`src/gwrs_pkg.sv`:
```
// Package: register map, field layout and constants for the wake/RAM block
package gwrs_pkg;
  localparam int GWRS_PINS = 14;
  localparam int GWRS_BANKS = 4;
  localparam logic [11:0] GWRS_ADDR_WAKE_FLAGS = 12'h004;
  localparam logic [11:0] GWRS_ADDR_WAKE_ENABLES = 12'h008;
  localparam logic [11:0] GWRS_ADDR_RAM_OFF = 12'h040;
  localparam logic [11:0] GWRS_ADDR_POWER_MANAGE = 12'h00C;
  localparam logic [11:0] GWRS_ADDR_RETAIN = 12'h010;
  localparam logic [11:0] GWRS_ADDR_IRQ_STATUS = 12'h014;
  localparam logic [11:0] GWRS_ADDR_IRQ_MASK = 12'h018;
  localparam logic [11:0] GWRS_ADDR_MODE = 12'h01C;
  localparam logic [13:0] GWRS_PIN_RESET = 14'h0000;
  localparam logic [3:0] GWRS_BANK_RESET = 4'h0;
  localparam logic [1:0] GWRS_IRQ_RESET = 2'h0;
  localparam int GWRS_IRQ_WAKE = 0;
  localparam int GWRS_IRQ_EDGE = 1;
  localparam int GWRS_GLOBAL_BIT = 0;
  localparam int GWRS_SLEEP_BIT = 0;
endpackage

```
`src/gwrs_top.sv`:
```
// Top: GPIO wakeup flags/enables and RAM bank power shutdown over APB
`timescale 1ns/1ps
module gwrs_top
  import gwrs_pkg::*;
(
  input wire logic sys_clk_i, // System clock, 200 MHz
  input wire logic nrst_i, // Synchronous reset, active low
  input wire logic psel_i, // APB select
  input wire logic penable_i, // APB enable
  input wire logic pwrite_i, // APB write
  input wire logic [11:0] paddr_i, // APB byte address
  input wire logic [31:0] pwdata_i, // APB write data
  input wire logic [gwrs_pkg::GWRS_PINS-1:0] pins_i, // First pin port levels
  output logic [31:0] prdata_o, // APB read data
  output logic pready_o, // APB ready
  output logic pslverr_o, // APB error, unmapped address
  output logic [gwrs_pkg::GWRS_BANKS-1:0] bank_power_cut_o, // Bank power off
  output logic [gwrs_pkg::GWRS_BANKS-1:0] bank_backup_retain_o, // Retain
  output logic wake_active_o, // Leave low-power, go ACTIVE
  output logic irq_o // Interrupt, level
);
  import gwrs_pkg::*;

  logic [GWRS_PINS-1:0] pin_sync1, pin_sync2, pin_prev;
  logic [GWRS_PINS-1:0] gpio_wake_flags, gpio_wake_enables;
  logic [GWRS_BANKS-1:0] ram_bank_power_off, bank_retain;
  logic global_pin_wake_enable;
  logic low_power;
  logic [1:0] irq_status, irq_mask;
  logic [GWRS_PINS-1:0] pin_edge;
  logic [GWRS_PINS-1:0] next_flags;
  logic [1:0] next_irq_status;
  logic [31:0] next_rdata;
  logic wake_hit;

  // APB decode: zero wait states, pready high in every access phase
  wire access = psel_i & penable_i;
  wire wr = access & pwrite_i;
  wire hit_flags = paddr_i == GWRS_ADDR_WAKE_FLAGS;
  wire hit_en = paddr_i == GWRS_ADDR_WAKE_ENABLES;
  wire hit_off = paddr_i == GWRS_ADDR_RAM_OFF;
  wire hit_pm = paddr_i == GWRS_ADDR_POWER_MANAGE;
  wire hit_ret = paddr_i == GWRS_ADDR_RETAIN;
  wire hit_ist = paddr_i == GWRS_ADDR_IRQ_STATUS;
  wire hit_imk = paddr_i == GWRS_ADDR_IRQ_MASK;
  wire hit_mode = paddr_i == GWRS_ADDR_MODE;
  wire mapped = hit_flags | hit_en | hit_off | hit_pm | hit_ret | hit_ist
              | hit_imk | hit_mode;

  // Edge on either direction, after a two-stage synchroniser
  assign pin_edge = pin_sync2 ^ pin_prev;

  // Set wins over a simultaneous write-one clear
  assign next_flags = (gpio_wake_flags
                      & ~((wr && hit_flags) ? pwdata_i[GWRS_PINS-1:0]
                                            : GWRS_PIN_RESET))
                      | pin_edge;

  assign wake_hit = global_pin_wake_enable
                    && |(gpio_wake_flags & gpio_wake_enables);

  assign next_irq_status = (irq_status
                           & ~((wr && hit_ist) ? pwdata_i[1:0]
                                               : GWRS_IRQ_RESET))
                           | {|pin_edge, wake_hit & low_power};

  // Upper bits read as zero
  assign next_rdata =
      hit_flags ? {18'h00000, gpio_wake_flags} :
      hit_en ? {18'h00000, gpio_wake_enables} :
      hit_off ? {28'h0000000, ram_bank_power_off} :
      hit_pm ? {31'h00000000, global_pin_wake_enable} :
      hit_ret ? {28'h0000000, bank_retain} :
      hit_ist ? {30'h00000000, irq_status} :
      hit_imk ? {30'h00000000, irq_mask} :
      hit_mode ? {31'h00000000, low_power} : 32'h00000000;

  always_ff @(posedge sys_clk_i) begin
    if (!nrst_i) begin
      pin_sync1 <= GWRS_PIN_RESET;
      pin_sync2 <= GWRS_PIN_RESET;
      pin_prev <= GWRS_PIN_RESET;
    end else begin
      pin_sync1 <= pins_i;
      pin_sync2 <= pin_sync1;
      pin_prev <= pin_sync2;
    end
  end

  // First sample after reset may flag pins already high; one spurious edge
  // is preferred to missing a real one at release.
  always_ff @(posedge sys_clk_i) begin
    if (!nrst_i) begin
      gpio_wake_flags <= GWRS_PIN_RESET;
      irq_status <= GWRS_IRQ_RESET;
    end else begin
      gpio_wake_flags <= next_flags;
      irq_status <= next_irq_status;
    end
  end

  always_ff @(posedge sys_clk_i) begin
    if (!nrst_i) begin
      gpio_wake_enables <= GWRS_PIN_RESET;
      ram_bank_power_off <= GWRS_BANK_RESET;
      bank_retain <= GWRS_BANK_RESET;
      global_pin_wake_enable <= 1'b0;
      irq_mask <= GWRS_IRQ_RESET;
    end else if (wr) begin
      if (hit_en) gpio_wake_enables <= pwdata_i[GWRS_PINS-1:0];
      if (hit_off) ram_bank_power_off <= pwdata_i[GWRS_BANKS-1:0];
      if (hit_ret) bank_retain <= pwdata_i[GWRS_BANKS-1:0];
      if (hit_pm) global_pin_wake_enable <= pwdata_i[GWRS_GLOBAL_BIT];
      if (hit_imk) irq_mask <= pwdata_i[1:0];
    end
  end

  // Low-power state: software enters, a wake returns to ACTIVE (wake wins)
  always_ff @(posedge sys_clk_i) begin
    if (!nrst_i) begin
      low_power <= 1'b0;
    end else if (wake_hit) begin
      low_power <= 1'b0;
    end else if (wr && hit_mode) begin
      low_power <= pwdata_i[GWRS_SLEEP_BIT];
    end
  end

  always_ff @(posedge sys_clk_i) begin
    if (!nrst_i) begin
      prdata_o <= 32'h00000000;
      pready_o <= 1'b0;
      pslverr_o <= 1'b0;
      bank_power_cut_o <= GWRS_BANK_RESET;
      bank_backup_retain_o <= GWRS_BANK_RESET;
      wake_active_o <= 1'b0;
      irq_o <= 1'b0;
    end else begin
      prdata_o <= next_rdata;
      pready_o <= psel_i & ~penable_i;
      pslverr_o <= psel_i & ~penable_i & ~mapped;
      bank_power_cut_o <= ram_bank_power_off;
      bank_backup_retain_o <= bank_retain;
      wake_active_o <= wake_hit;
      irq_o <= |(next_irq_status & irq_mask);
    end
  end

  property p_edge_sets_flag;
    @(posedge sys_clk_i) disable iff (!nrst_i)
      |pin_edge |=> |gpio_wake_flags;
  endproperty
  a_edge_sets_flag: assert property (p_edge_sets_flag)
    else $error("edge did not set flag");

  property p_zero_write_keeps;
    @(posedge sys_clk_i) disable iff (!nrst_i)
      (wr && hit_flags && pwdata_i[13:0] == 14'h0000)
      |=> (gpio_wake_flags & $past(gpio_wake_flags)) == $past(gpio_wake_flags);
  endproperty
  a_zero_write_keeps: assert property (p_zero_write_keeps)
    else $error("zero write cleared a flag");

  property p_wake_returns;
    @(posedge sys_clk_i) disable iff (!nrst_i)
      wake_hit |=> !low_power ##0 wake_active_o;
  endproperty
  a_wake_returns: assert property (p_wake_returns)
    else $error("wake did not return to active");

  property p_enable_write;
    @(posedge sys_clk_i) disable iff (!nrst_i)
      (wr && hit_en) |=> gpio_wake_enables == $past(pwdata_i[13:0]);
  endproperty
  a_enable_write: assert property (p_enable_write)
    else $error("enable write lost");

  property p_no_wake_global_off;
    @(posedge sys_clk_i) disable iff (!nrst_i)
      !global_pin_wake_enable |=> !wake_active_o;
  endproperty
  a_no_wake_global_off: assert property (p_no_wake_global_off)
    else $error("wake without global enable");

  property p_upper_zero;
    @(posedge sys_clk_i) disable iff (!nrst_i)
      (access && (hit_flags || hit_en)) |=> prdata_o[31:14] == 18'h00000;
  endproperty
  a_upper_zero: assert property (p_upper_zero)
    else $error("upper bits not zero");

  property p_cut_follows;
    @(posedge sys_clk_i) disable iff (!nrst_i)
      (wr && hit_off) |=> ##1 bank_power_cut_o == $past(pwdata_i[3:0], 2);
  endproperty
  a_cut_follows: assert property (p_cut_follows)
    else $error("bank cut output wrong");

  property p_reserved_ro;
    @(posedge sys_clk_i) disable iff (!nrst_i)
      (access && hit_off) |=> prdata_o[31:4] == 28'h0000000;
  endproperty
  a_reserved_ro: assert property (p_reserved_ro)
    else $error("reserved bits not zero");

  property p_clear_on_one;
    @(posedge sys_clk_i) disable iff (!nrst_i)
      (wr && hit_flags && pin_edge == GWRS_PIN_RESET)
      |=> (gpio_wake_flags & $past(pwdata_i[GWRS_PINS-1:0]))
          == GWRS_PIN_RESET;
  endproperty
  a_clear_on_one: assert property (p_clear_on_one)
    else $error("written one did not clear flag");

  property p_flag_sticky;
    @(posedge sys_clk_i) disable iff (!nrst_i)
      !(wr && hit_flags)
      |=> (gpio_wake_flags & $past(gpio_wake_flags)) == $past(gpio_wake_flags);
  endproperty
  a_flag_sticky: assert property (p_flag_sticky)
    else $error("flag cleared without a write");

  property p_no_edge_no_set;
    @(posedge sys_clk_i) disable iff (!nrst_i)
      pin_edge == GWRS_PIN_RESET
      |=> (gpio_wake_flags & ~$past(gpio_wake_flags)) == GWRS_PIN_RESET;
  endproperty
  a_no_edge_no_set: assert property (p_no_edge_no_set)
    else $error("flag set without an edge");

  property p_rise_sets_flag;
    @(posedge sys_clk_i) disable iff (!nrst_i)
      |(pin_sync2 & ~pin_prev)
      |=> (gpio_wake_flags & $past(pin_sync2 & ~pin_prev))
          == $past(pin_sync2 & ~pin_prev);
  endproperty
  a_rise_sets_flag: assert property (p_rise_sets_flag)
    else $error("rising edge did not set its flag");

  property p_fall_sets_flag;
    @(posedge sys_clk_i) disable iff (!nrst_i)
      |(pin_prev & ~pin_sync2)
      |=> (gpio_wake_flags & $past(pin_prev & ~pin_sync2))
          == $past(pin_prev & ~pin_sync2);
  endproperty
  a_fall_sets_flag: assert property (p_fall_sets_flag)
    else $error("falling edge did not set its flag");

  property p_reset_values;
    @(posedge sys_clk_i) disable iff (!nrst_i)
      $rose(nrst_i)
      |-> gpio_wake_flags == GWRS_PIN_RESET
          && gpio_wake_enables == GWRS_PIN_RESET
          && bank_power_cut_o == GWRS_BANK_RESET;
  endproperty
  a_reset_values: assert property (p_reset_values)
    else $error("field not zero after reset");

  property p_wake_needs_match;
    @(posedge sys_clk_i) disable iff (!nrst_i)
      (gpio_wake_flags & gpio_wake_enables) == GWRS_PIN_RESET
      |=> !wake_active_o;
  endproperty
  a_wake_needs_match: assert property (p_wake_needs_match)
    else $error("wake without an enabled flag");

  property p_sleep_ends;
    @(posedge sys_clk_i) disable iff (!nrst_i)
      (low_power && wake_hit)
      |=> !low_power && irq_status[GWRS_IRQ_WAKE];
  endproperty
  a_sleep_ends: assert property (p_sleep_ends)
    else $error("wake did not leave low power");

  property p_retain_follows;
    @(posedge sys_clk_i) disable iff (!nrst_i)
      (wr && hit_ret)
      |=> ##1 bank_backup_retain_o == $past(pwdata_i[GWRS_BANKS-1:0], 2);
  endproperty
  a_retain_follows: assert property (p_retain_follows)
    else $error("retain output wrong");

  property p_cut_keeps_retain;
    @(posedge sys_clk_i) disable iff (!nrst_i)
      (wr && hit_off) |=> bank_retain == $past(bank_retain);
  endproperty
  a_cut_keeps_retain: assert property (p_cut_keeps_retain)
    else $error("cut write changed retain bits");

  property p_ready_pulse;
    @(posedge sys_clk_i) disable iff (!nrst_i)
      pready_o |=> !pready_o;
  endproperty
  a_ready_pulse: assert property (p_ready_pulse)
    else $error("ready stood longer than one cycle");

  property p_unmapped_err;
    @(posedge sys_clk_i) disable iff (!nrst_i)
      (psel_i && !penable_i && !mapped) |=> pready_o && pslverr_o;
  endproperty
  a_unmapped_err: assert property (p_unmapped_err)
    else $error("unmapped access without error");

  property p_irq_masked;
    @(posedge sys_clk_i) disable iff (!nrst_i)
      irq_mask == GWRS_IRQ_RESET |=> !irq_o;
  endproperty
  a_irq_masked: assert property (p_irq_masked)
    else $error("interrupt with all sources masked");
endmodule // gwrs_top

```
`config.mk`:
```
export PLATFORM = sky130hd
export DESIGN_NAME = gwrs_top
export DESIGN_NICKNAME = d
export VERILOG_FILES = /design/src/gwrs_pkg.sv /design/src/gwrs_top.sv
export SDC_FILE = /design/constraint.sdc
export NUM_CORES = 1
export LEC_CHECK = 0
export BUFFER_PORTS_ARGS = -buffer_cell sky130_fd_sc_hd__buf_2
export CAP_MARGIN = 5
export CORE_MARGIN = 2
export CORE_UTILIZATION = 46
export CTS_BUF_LIST = sky130_fd_sc_hd__clkbuf_8 sky130_fd_sc_hd__clkbuf_16
export CTS_CLUSTER_SIZE = 24
export DETAILED_ROUTE_END_ITERATION = 16
export PLACE_DENSITY = 0.71
export SLEW_MARGIN = 5
export SYNTH_ARGS = -nofsm -noshare
export SYNTH_HDL_FRONTEND = slang
export SYNTH_SLANG_ARGS = --single-unit
```
`constraint.sdc`:
```
create_clock -name sys_clk_i -period 2.4 [get_ports sys_clk_i]
set_input_delay 0.36 -clock sys_clk_i [delete_from_list [all_inputs] [get_ports sys_clk_i]]
set_output_delay 0.36 -clock sys_clk_i [all_outputs]
set_load 0.005 [all_outputs]
```
Word level (Yosys, flattened, before mapping)
Index checks and enable logic that the tools add are counted.
- flip-flop bits (word level): 128
- input port bits: 63
- output and inout port bits: 44
- logic and storage cells: 75
- equal/unequal tests: 8
- muxes and demuxes: 10
- bitwise logic cells: 24
- reduce and logical (&&, ||, !) cells: 14
- operators with widths (kind ; count):
    equality test 12 x 5 -> 1 bit (second input constant) ; 4
    two-way mux 14 bit ; 3
    bitwise AND 14 bit ; 2
    OR reduction 14 bit ; 2
    equality test 12 x 4 -> 1 bit (second input constant) ; 2
    NOT 14 bit ; 1
    OR 14 bit ; 1
    XOR 14 bit ; 1
    equality test 12 x 3 -> 1 bit (second input constant) ; 1
    equality test 12 x 7 -> 1 bit (second input constant) ; 1
    two-way mux 4 bit ; 3
    AND reduction 2 bit ; 5
    OR reduction 8 bit ; 1
    OR 1 bit ; 7
    two-way mux 2 bit ; 3
    bitwise AND 1 bit ; 5
    bitwise AND 2 bit ; 2
    logical AND 1 bit ; 4
    OR reduction 2 bit ; 2
    NOT 1 bit ; 3
    NOT 2 bit ; 1
    OR 2 bit ; 1
    two-way mux 1 bit ; 1

Logic depth before layout (Yosys ltp)
Gate-level depths: netlist of run 1.
- depth in word-level cells: 10
- depth in mapped cells: 7
- gate-level depth less buffers: 5

Worst setup path before layout of run 1
OpenSTA, ideal clock, no wires.
- kind: input to register
- start: in paddr_i[5]
- end: reg irq_o
- setup time: 0.117 ns
- data arrival time: 1.688 ns
- path slack: 0.595 ns
- stages: 6
- cell sequence: nor4_4 -> and4b_1 -> buf_6 -> nand3_1 -> a211o_1 -> a32o_1
- cells in the longest elaborated chain, start to end: 8
- RTL lines (item ; RTL line ; source):
    start, declared ; gwrs_top.sv:11 ; input wire logic [11:0] paddr_i,
    equality test 12 x 5 -> 1 bit ; gwrs_top.sv:44 ; wire hit_ist = paddr_i == GWRS_ADDR_IRQ_STATUS;
    logical AND 1 bit ; gwrs_top.sv:63 ; & ~((wr && hit_ist) ? pwdata_i[1:0]
    two-way mux 2 bit ; gwrs_top.sv:63 ;
    NOT 2 bit ; gwrs_top.sv:63 ;
    bitwise AND 2 bit ; gwrs_top.sv:63 ;
    OR 2 bit ; gwrs_top.sv:65 ; | {|pin_edge, wake_hit & low_power};
    bitwise AND 2 bit ; gwrs_top.sv:145 ; irq_o <= |(next_irq_status & irq_mask);
    OR reduction 2 bit ; gwrs_top.sv:145 ;
    end signal, assigned ; gwrs_top.sv:145 ;
    end, declared ; gwrs_top.sv:20 ; output logic irq_o
Every way passes these cells.
A chain may end at the register's enable or synchronous reset.

Worst setup path in the final report of run 1
- start: in paddr_i[5]
- end: reg ram_bank_power_off[3]
- cells in the longest elaborated chain, start to end: 2
- RTL lines (item ; RTL line ; source):
    equality test 12 x 7 -> 1 bit ; gwrs_top.sv:41 ; wire hit_off = paddr_i == GWRS_ADDR_RAM_OFF;
    AND reduction 2 bit (no line) ; -- ;
    end signal, assigned ; gwrs_top.sv:111 ; if (hit_off) ram_bank_power_off <= pwdata_i[GWRS_BANKS-1:0];
    end, declared ; gwrs_top.sv:26 ; logic [GWRS_BANKS-1:0] ram_bank_power_off, bank_retain;
Every way passes these cells.

==> out/metrics.yaml, run 1 <==
hpwl_um: 5860
r2r-start: "pin_prev[5]"
postLayoutCoreUtil: 0.546
vias: 3066
path_max_fanout: 7
drive_gt1_frac: 0.199
p_clk_frac: 0.361
outcome: "completed"
routed_wl_um: 8290
cts_buffers: 9
ant_nets: 0
intPower_w: 0.00247
pwr_density_cell_nw_per_um2: 689
yosysMostFrequentCell: "dfxtp_1"
cp_data_arrival_time_ps: 1880
grt_first_pass_wirelength_um: 13500
r2r_slack_ps: 860
die-height_um: 99.0
synth_cells: 428
finalWeightedCongestion: 0.888
dp_slack_ps: 400
fmax_ghz: 0.613
grt_use_met3: 0.0461
cts-root-buf: "clkbuf_8"
synth_top_area_cell: "dfxtp_1"
wl_per_cell_um: 13.6
area_growth_pct: 14.8
cts.htree.levels: 3
synthArstFlopShare: 0
synth_common_cells: "dfxtp_1, and2_1, nand2_1"
overflow: 0
worstReg2RegEnd: "irq_o"
hold_end: "pready_o"
antenna_found_initial: 0
placed_area_um2: 4540
p_sw_w: 0.000808
hold_viol: 0
p_comb_frac: 0.060
synth_top_cell_area_share: 0.531
min-delay-start: "penable_i"
num_antenna_cells: 0
required_ps: 2650
grt_pass1_vias: 2829
clock_path_buffers: 2
placementRows: 34
finish.instance_area_um2: 4760
via_per_inst: 5.03
worst_pin_slew_ps: 550
path_class: "in2reg"
die_w_um: 99.0
fin_setup_tns_ps: 0
start_util: 0.476
vdd_drop_max_mv: 0.370
cts_resized: 0
syn_area_um2: 4150
met2_usage: 0.278
end_kind: "flop"
cts_setup_buffers: 0
cts_tree: "done"
core-area_um2: 8720
seqPwrFrac: 0.579
clock_latency_ps: 370
syn_avg_cell_area_um2: 9.69
switching_share: 0.246
worst_setup_path_start_kind: "input port"
drc: 0
synth_edf_count: 0
hp-class: "in2reg"
die_area_um2: 9790
top_usage_layer: "met2"
ys_types: 43
cts.sinks: 110
nets: 560
synthTopCellsByArea: "dfxtp_1, and2_1, nand2_1, a22oi_1, buf_4"
rsz0062_at_grt: "no"
holdPathStages: 2
p_leak_nw: 2.04
hold_slack_ps: 179
ys_warn_count: 0
grt.met1_usage: 0.224
rr_worst_depth: 5
drt_first_pass_iters: 4
period_share: 0.680
postCtsHoldBufs: 0
grt_max_degree: 60
finalSetupViolations: 0
dr.first_iter.drc_count: 183
period_needed_ps: 1630
maxSlewHeadroom: 0.633
synth_ff_type: "dfxtp_1"
fin_skew_ps: 15.1
yosysSeqAreaShare: 0.531
cap_violations: 0
ys_seq_elements: 110
finalMaxSlewViolations: 0
track_usage: 0.172
port-buffer-count: 70
ios: 107
clkTransAtPathRegs_ps: 100
setup_ws_ps: 767
state kept, by name (all words and copies together) (netlist names):
register and cells:
bank_backup_retain_o 4, bank_power_cut_o 4, bank_retain 4, global_pin_wake_enable 1, gpio_wake_enables 14, gpio_wake_flags 14, irq_mask 2, irq_o 1
irq_status 2, low_power 1, pin_prev 14, pin_sync1 14, pin_sync2 14, prdata_o 14, pready_o 1, pslverr_o 1
ram_bank_power_off 4, wake_active_o 1
kinds of logic after synthesis:
logic type             count (synthesis)  synth area share
XOR/XNOR                              14            0.0296
multiplexers                          10            0.0241
AND/OR/NAND/NOR                      159             0.206
other                                  1          0.000904
buffers and inverters                 42            0.0579
flip-flops                           110             0.531
AO/OA/AOI/OAI                         92             0.151
metal layers:
metal | vias to the layer above | routed length, µm
li1 | 1559 | -
met5 | - | 0
met3 | 12 | 543
met4 | 0 | 113
met1 | 1384 | 3720
met2 | 111 | 3920
worst max path at each step:
| stage | start | to | slack (ps) | cells past startpoint |
|---|---|---|---|---|
| 2_1_floorplan | paddr_i[5] | irq_o | 590 | 6 |
| 3_3_place_gp | paddr_i[5] | irq_o | 440 | 6 |
| 3_5_place_dp | paddr_i[5] | ram_bank_power_off[3] | 400 | 6 |
| 4_1_cts | paddr_i[5] | ram_bank_power_off[3] | 790 | 6 |
| 5_1_grt | paddr_i[5] | ram_bank_power_off[2] | 630 | 6 |
| 6_report | paddr_i[5] | ram_bank_power_off[3] | 770 | 6 |
critical path: stages:
cell	delay (ps)
buf_2	110
nor4_4	440
nand2_1	230
nor3_2	440
mux2i_1	240
nor2_1	60
layout make-up:
| class | count | area, µm² |
|---|---|---|
| Fill cell | 790 | 3960 |
| Clock buffer | 9 | 124 |
| Tap cell | 108 | 135 |
| Multi-Input combinational cell | 293 | 1770 |
| Timing Repair Buffer | 79 | 418 |
| Clock inverter | 7 | 97.6 |
| Inverter | 4 | 15.0 |
| Sequential cell | 110 | 2200 |
cells in the final DEF, fill, tap and decap left out, types with 2 or more instances in the layout:
| master | instances |
|---|---|
| o21ai_0 | 7 |
| nor2_1 | 29 |
| mux2i_1 | 10 |
| a21oi_1 | 26 |
| inv_6 | 4 |
| nor2b_1 | 2 |
| nand2_1 | 45 |
| nand4_1 | 5 |
| and2_1 | 51 |
| buf_2 | 70 |
| nand3_1 | 11 |
| a22oi_1 | 19 |
| a21boi_0 | 14 |
| clkinv_8 | 2 |
| nor4_1 | 4 |
| nor3_1 | 2 |
| conb_1 | 18 |
| clkbuf_8 | 9 |
| xor2_1 | 14 |
| inv_1 | 3 |
| nor4_4 | 2 |
| buf_4 | 9 |
| dfxtp_1 | 110 |
| o21a_1 | 14 |
| a211o_1 | 2 |
power by group through the flow:
stage | Combinational, W | Sequential, W | Clock (W)
2_1_floorplan | 0.000138 | 0.00193 | 0
3_3_place_gp | 0.000191 | 0.00194 | 0
3_5_place_dp | 0.000195 | 0.00194 | 0
4_1_cts | 0.000196 | 0.00190 | 0.00121
5_1_grt | 0.000219 | 0.00191 | 0.00129
6_report | 0.000196 | 0.00190 | 0.00118
per-stage QoR:
stage	instances	total power (W)
floorplan	445	0.00207
global placement	594	0.00213
detailed placement	594	0.00214
CTS	610	0.00331
global route	610	0.00342
finish	610	0.00328
(Power assumes the default switching activity.)
==> run 2: changes to the inputs <==
--- a/config.mk
+++ b/config.mk
@@ -5,6 +5,7 @@
 export SDC_FILE = /design/constraint.sdc
 export NUM_CORES = 1
 export LEC_CHECK = 0
+export ABC_AREA = 1
 export BUFFER_PORTS_ARGS = -buffer_cell sky130_fd_sc_hd__buf_2
 export CAP_MARGIN = 5
 export CORE_MARGIN = 2
@@ -12,7 +13,7 @@
 export CTS_BUF_LIST = sky130_fd_sc_hd__clkbuf_8 sky130_fd_sc_hd__clkbuf_16
 export CTS_CLUSTER_SIZE = 24
 export DETAILED_ROUTE_END_ITERATION = 16
-export PLACE_DENSITY = 0.71
+export PLACE_DENSITY = 0.7
 export SLEW_MARGIN = 5
 export SYNTH_ARGS = -nofsm -noshare
 export SYNTH_HDL_FRONTEND = slang
==> constraint.sdc (replaced) <==
create_clock -name sys_clk_i -period 1.6 [get_ports sys_clk_i]
set_input_delay 0.24 -clock sys_clk_i [delete_from_list [all_inputs] [get_ports sys_clk_i]]
set_output_delay 0.24 -clock sys_clk_i [all_outputs]
set_load 0.005 [all_outputs]
==> out/metrics.yaml, run 2 <==
clock_path_buffers: 2  # unchanged
via_per_inst: 4.53  # was 5.03
clock_latency_ps: 370  # about the same
postCtsHoldBufs: 0  # unchanged
switching_share: 0.262  # was 0.246
p_clk_frac: 0.344  # was 0.361
r2r_slack_ps: 210  # was 860 ps
port-buffer-count: 70  # unchanged
synth_ff_type: "dfxtp_1"  # unchanged
cts_setup_buffers: 0  # unchanged
overflow: 0  # unchanged
hold_slack_ps: 35.3  # was 179 ps
synth_common_cells: "dfxtp_1, nand2_1, inv_1"  # was dfxtp_1, and2_1, nand2_1
p_leak_nw: 2.58  # was 2.04 nW
rr_worst_depth: 8  # was 5
cts.sinks: 110  # unchanged
crit_slowest_cell: "dfxtp_1"  # was nor4_4
grt_max_degree: 56  # was 60
die_area_um2: 10300  # was 9790 µm²
seqPwrFrac: 0.591  # was 0.579
clkTransAtPathRegs_ps: 120  # was 100 ps
crit_top_cell: "nand2_1"
finalMaxSlewViolations: 0  # unchanged
hold_viol: 0  # unchanged
pwr_density_cell_nw_per_um2: 953  # was 689 nW/µm²
rsz0062_at_grt: "no"  # unchanged
path_max_fanout: 2  # was 7
cp_data_arrival_time_ps: 1640  # was 1880 ps
ios: 107  # unchanged
ys_types: 34  # was 43
r2r-start: "pin_sync2[1]"  # was pin_prev[5]
die_w_um: 102  # was 99.0 µm
cts_buffers: 9  # unchanged
fin_setup_tns_ps: 0  # unchanged
die-height_um: 102  # was 99.0 µm
cp.depth: 8  # was 6
final_cell_mix: "nand2_1, dfxtp_1, inv_1"  # was dfxtp_1, buf_2, and2_1
cts.htree.levels: 3  # unchanged
path_class: "reg2reg"  # was in2reg
core-area_um2: 9240  # was 8720 µm²
drt_first_pass_iters: 4  # unchanged
syn_avg_cell_area_um2: 7.89  # was 9.69 µm²
placementRows: 35  # was 34
cts_resized: 0  # unchanged
vias: 3480  # was 3066
period_needed_ps: 1390
drive_gt1_frac: 0.213  # was 0.199
worstReg2RegEnd: "irq_o"  # unchanged
start_util: 0.474  # was 0.476
required_ps: 1860  # was 2650 ps
worst_setup_path_start_kind: "flop"  # was input port
synth_top_cell_area_share: 0.502  # was 0.531
vdd_drop_max_mv: 0.536  # was 0.370 mV
synthTopCellsByArea: "dfxtp_1, nand2_1, inv_1, a21oi_1, o21ai_0"  # was dfxtp_1, and2_1, nand2_1, a22oi_1, buf_4
ys_seq_elements: 110  # unchanged
track_usage: 0.176  # was 0.172
outcome: "completed"  # unchanged
path_buf_inv: 0  # was 1
synth_cells: 556  # was 428
crit_family: "simple AND/OR/NAND/NOR gates"  # unchanged
nets: 697  # was 560
cap_violations: 0  # unchanged
synthArstFlopShare: 0  # unchanged
p_sw_w: 0.00127  # was 0.000808 W
wl_per_cell_um: 11.3  # was 13.6 µm
synth_top_area_cell: "dfxtp_1"  # unchanged
yosysSeqAreaShare: 0.502  # was 0.531
dr.first_iter.drc_count: 172  # was 183
syn_area_um2: 4380  # was 4150 µm²
grt_first_pass_wirelength_um: 14300  # was 13500 µm
p_comb_frac: 0.065  # was 0.060
area_growth_pct: 15.6  # was 14.8%
period_share: 0.866
crit_path_end: "irq_o"  # was ram_bank_power_off[3]
finalSetupViolations: 0  # unchanged
cp-startpoint: "pin_sync2[1]"  # was paddr_i[5]
finalWeightedCongestion: 0.875  # was 0.888
fmax_ghz: 0.722
max_stage_delay_ps: 340  # was 440 ps
drc: 0  # unchanged
routed_wl_um: 8680  # was 8290 µm
fin_skew_ps: 14.2  # was 15.1 ps
cts_tree: "done"  # unchanged
seqCellArea_um2: 2200  # unchanged
antenna_found_initial: 0  # unchanged
grt_pass1_vias: 3071  # was 2829
end_kind: "flop"  # unchanged
intPower_w: 0.00356  # was 0.00247 W
nFillCells: 888  # was 790
hp-class: "in2reg"  # unchanged
ant_nets: 0  # unchanged
crit_chain: "xnor2_1 > nand2_1 > nor2_1 > nand4_1 > nor2_1 > nand2_1 > nand3_1 > nand2_1"  # was buf_2 > nor4_4 > nand2_1 > nor3_2 > mux2i_1 > nor2_1
synth_edf_count: 0  # unchanged
cts-root-buf: "clkbuf_8"  # unchanged
hpwl_um: 6450  # was 5860 µm
ys_warn_count: 0  # unchanged
multi_input_area_um2: 1650  # was 1770 µm²
num_antenna_cells: 0  # unchanged
-- run 2: cell types whose count changed after synthesis, moves of 10 or more --
| cell | change |
|---|---|
| nand3_1 | +18 |
| o21ai_0 | +28 |
| and2_1 | -51 |
| mux2i_1 | -10 |
| a21boi_0 | -14 |
| o21a_1 | -14 |
| a22oi_1 | -19 |
| nand2_1 | +65 |
| a21oi_1 | +22 |
| inv_1 | +86 |
-- run 2: worst min path at each step --
stage                         to    startpoint  cells past startpoint
floorplan               pready_o     penable_i                      1
global placement    pin_sync2[6]  pin_sync1[6]                      2
detailed placement  pin_sync2[2]  pin_sync1[2]                      2
CTS                 pin_sync1[7]     pins_i[7]                      3
global route        pin_sync1[7]     pins_i[7]                      3
finish              pin_sync1[7]     pins_i[7]                      3
-- run 2: area by class of cell --
cell class,count,share of cell area
flip-flops and latches,110,0.434
multi-input cells,329,0.325
repair buffers,86,0.0953
inverters,98,0.0728
well taps,129,0.0318
clock buffers,9,0.0244
clock inverters,7,0.0163
-- run 2: through the flow --
stage / worst slack [ps] / utilization / total power, W / area [µm²] / instances
6_report: 215 / 0.549 / 0.00483 / 5070 / 768
5_1_grt: 82.6 / 0.549 / 0.00503 / 5070 / 768
4_1_cts: 224 / 0.549 / 0.00487 / 5070 / 768
3_5_place_dp: 55.2 / 0.526 / 0.00323 / 4860 / 752
3_3_place_gp: 71.9 / 0.526 / 0.00322 / 4860 / 752
2_1_floorplan: 317 / - / 0.00312 / 4450 / 573
-- run 2: power groups by stage --
| stage | sequential [W] | combinational (W) | clock [W] |
|---|---|---|---|
| after floorplan | 0.00290 | 0.000223 | 0 |
| after global placement | 0.00291 | 0.000307 | 0 |
| after detailed placement | 0.00292 | 0.000315 | 0 |
| after CTS | 0.00285 | 0.000316 | 0.00170 |
| after global routing | 0.00286 | 0.000362 | 0.00181 |
| final | 0.00285 | 0.000315 | 0.00166 |
-- run 2: worst min-delay path: stages --
cell	delay, ps
buf_2	70
nand2_1	40
inv_1	40
-- run 2: cell families after synthesis --
family / after synthesis / share of synthesized area
xor+xnor: 14 / 0.0280
buf+inv: 134 / 0.136
simple gates: 194 / 0.202
compound gates: 103 / 0.131
flops: 110 / 0.502
other cells: 1 / 0.000855
-- run 2: layer usage --
layer,share of wire,up-vias,track usage
met5,0,-,0
met4,0.016,0,0.0644
met3,0.054,15,0.0269
met2,0.44,90,0.269
met1,0.49,1524,0.250
li1,-,1851,-
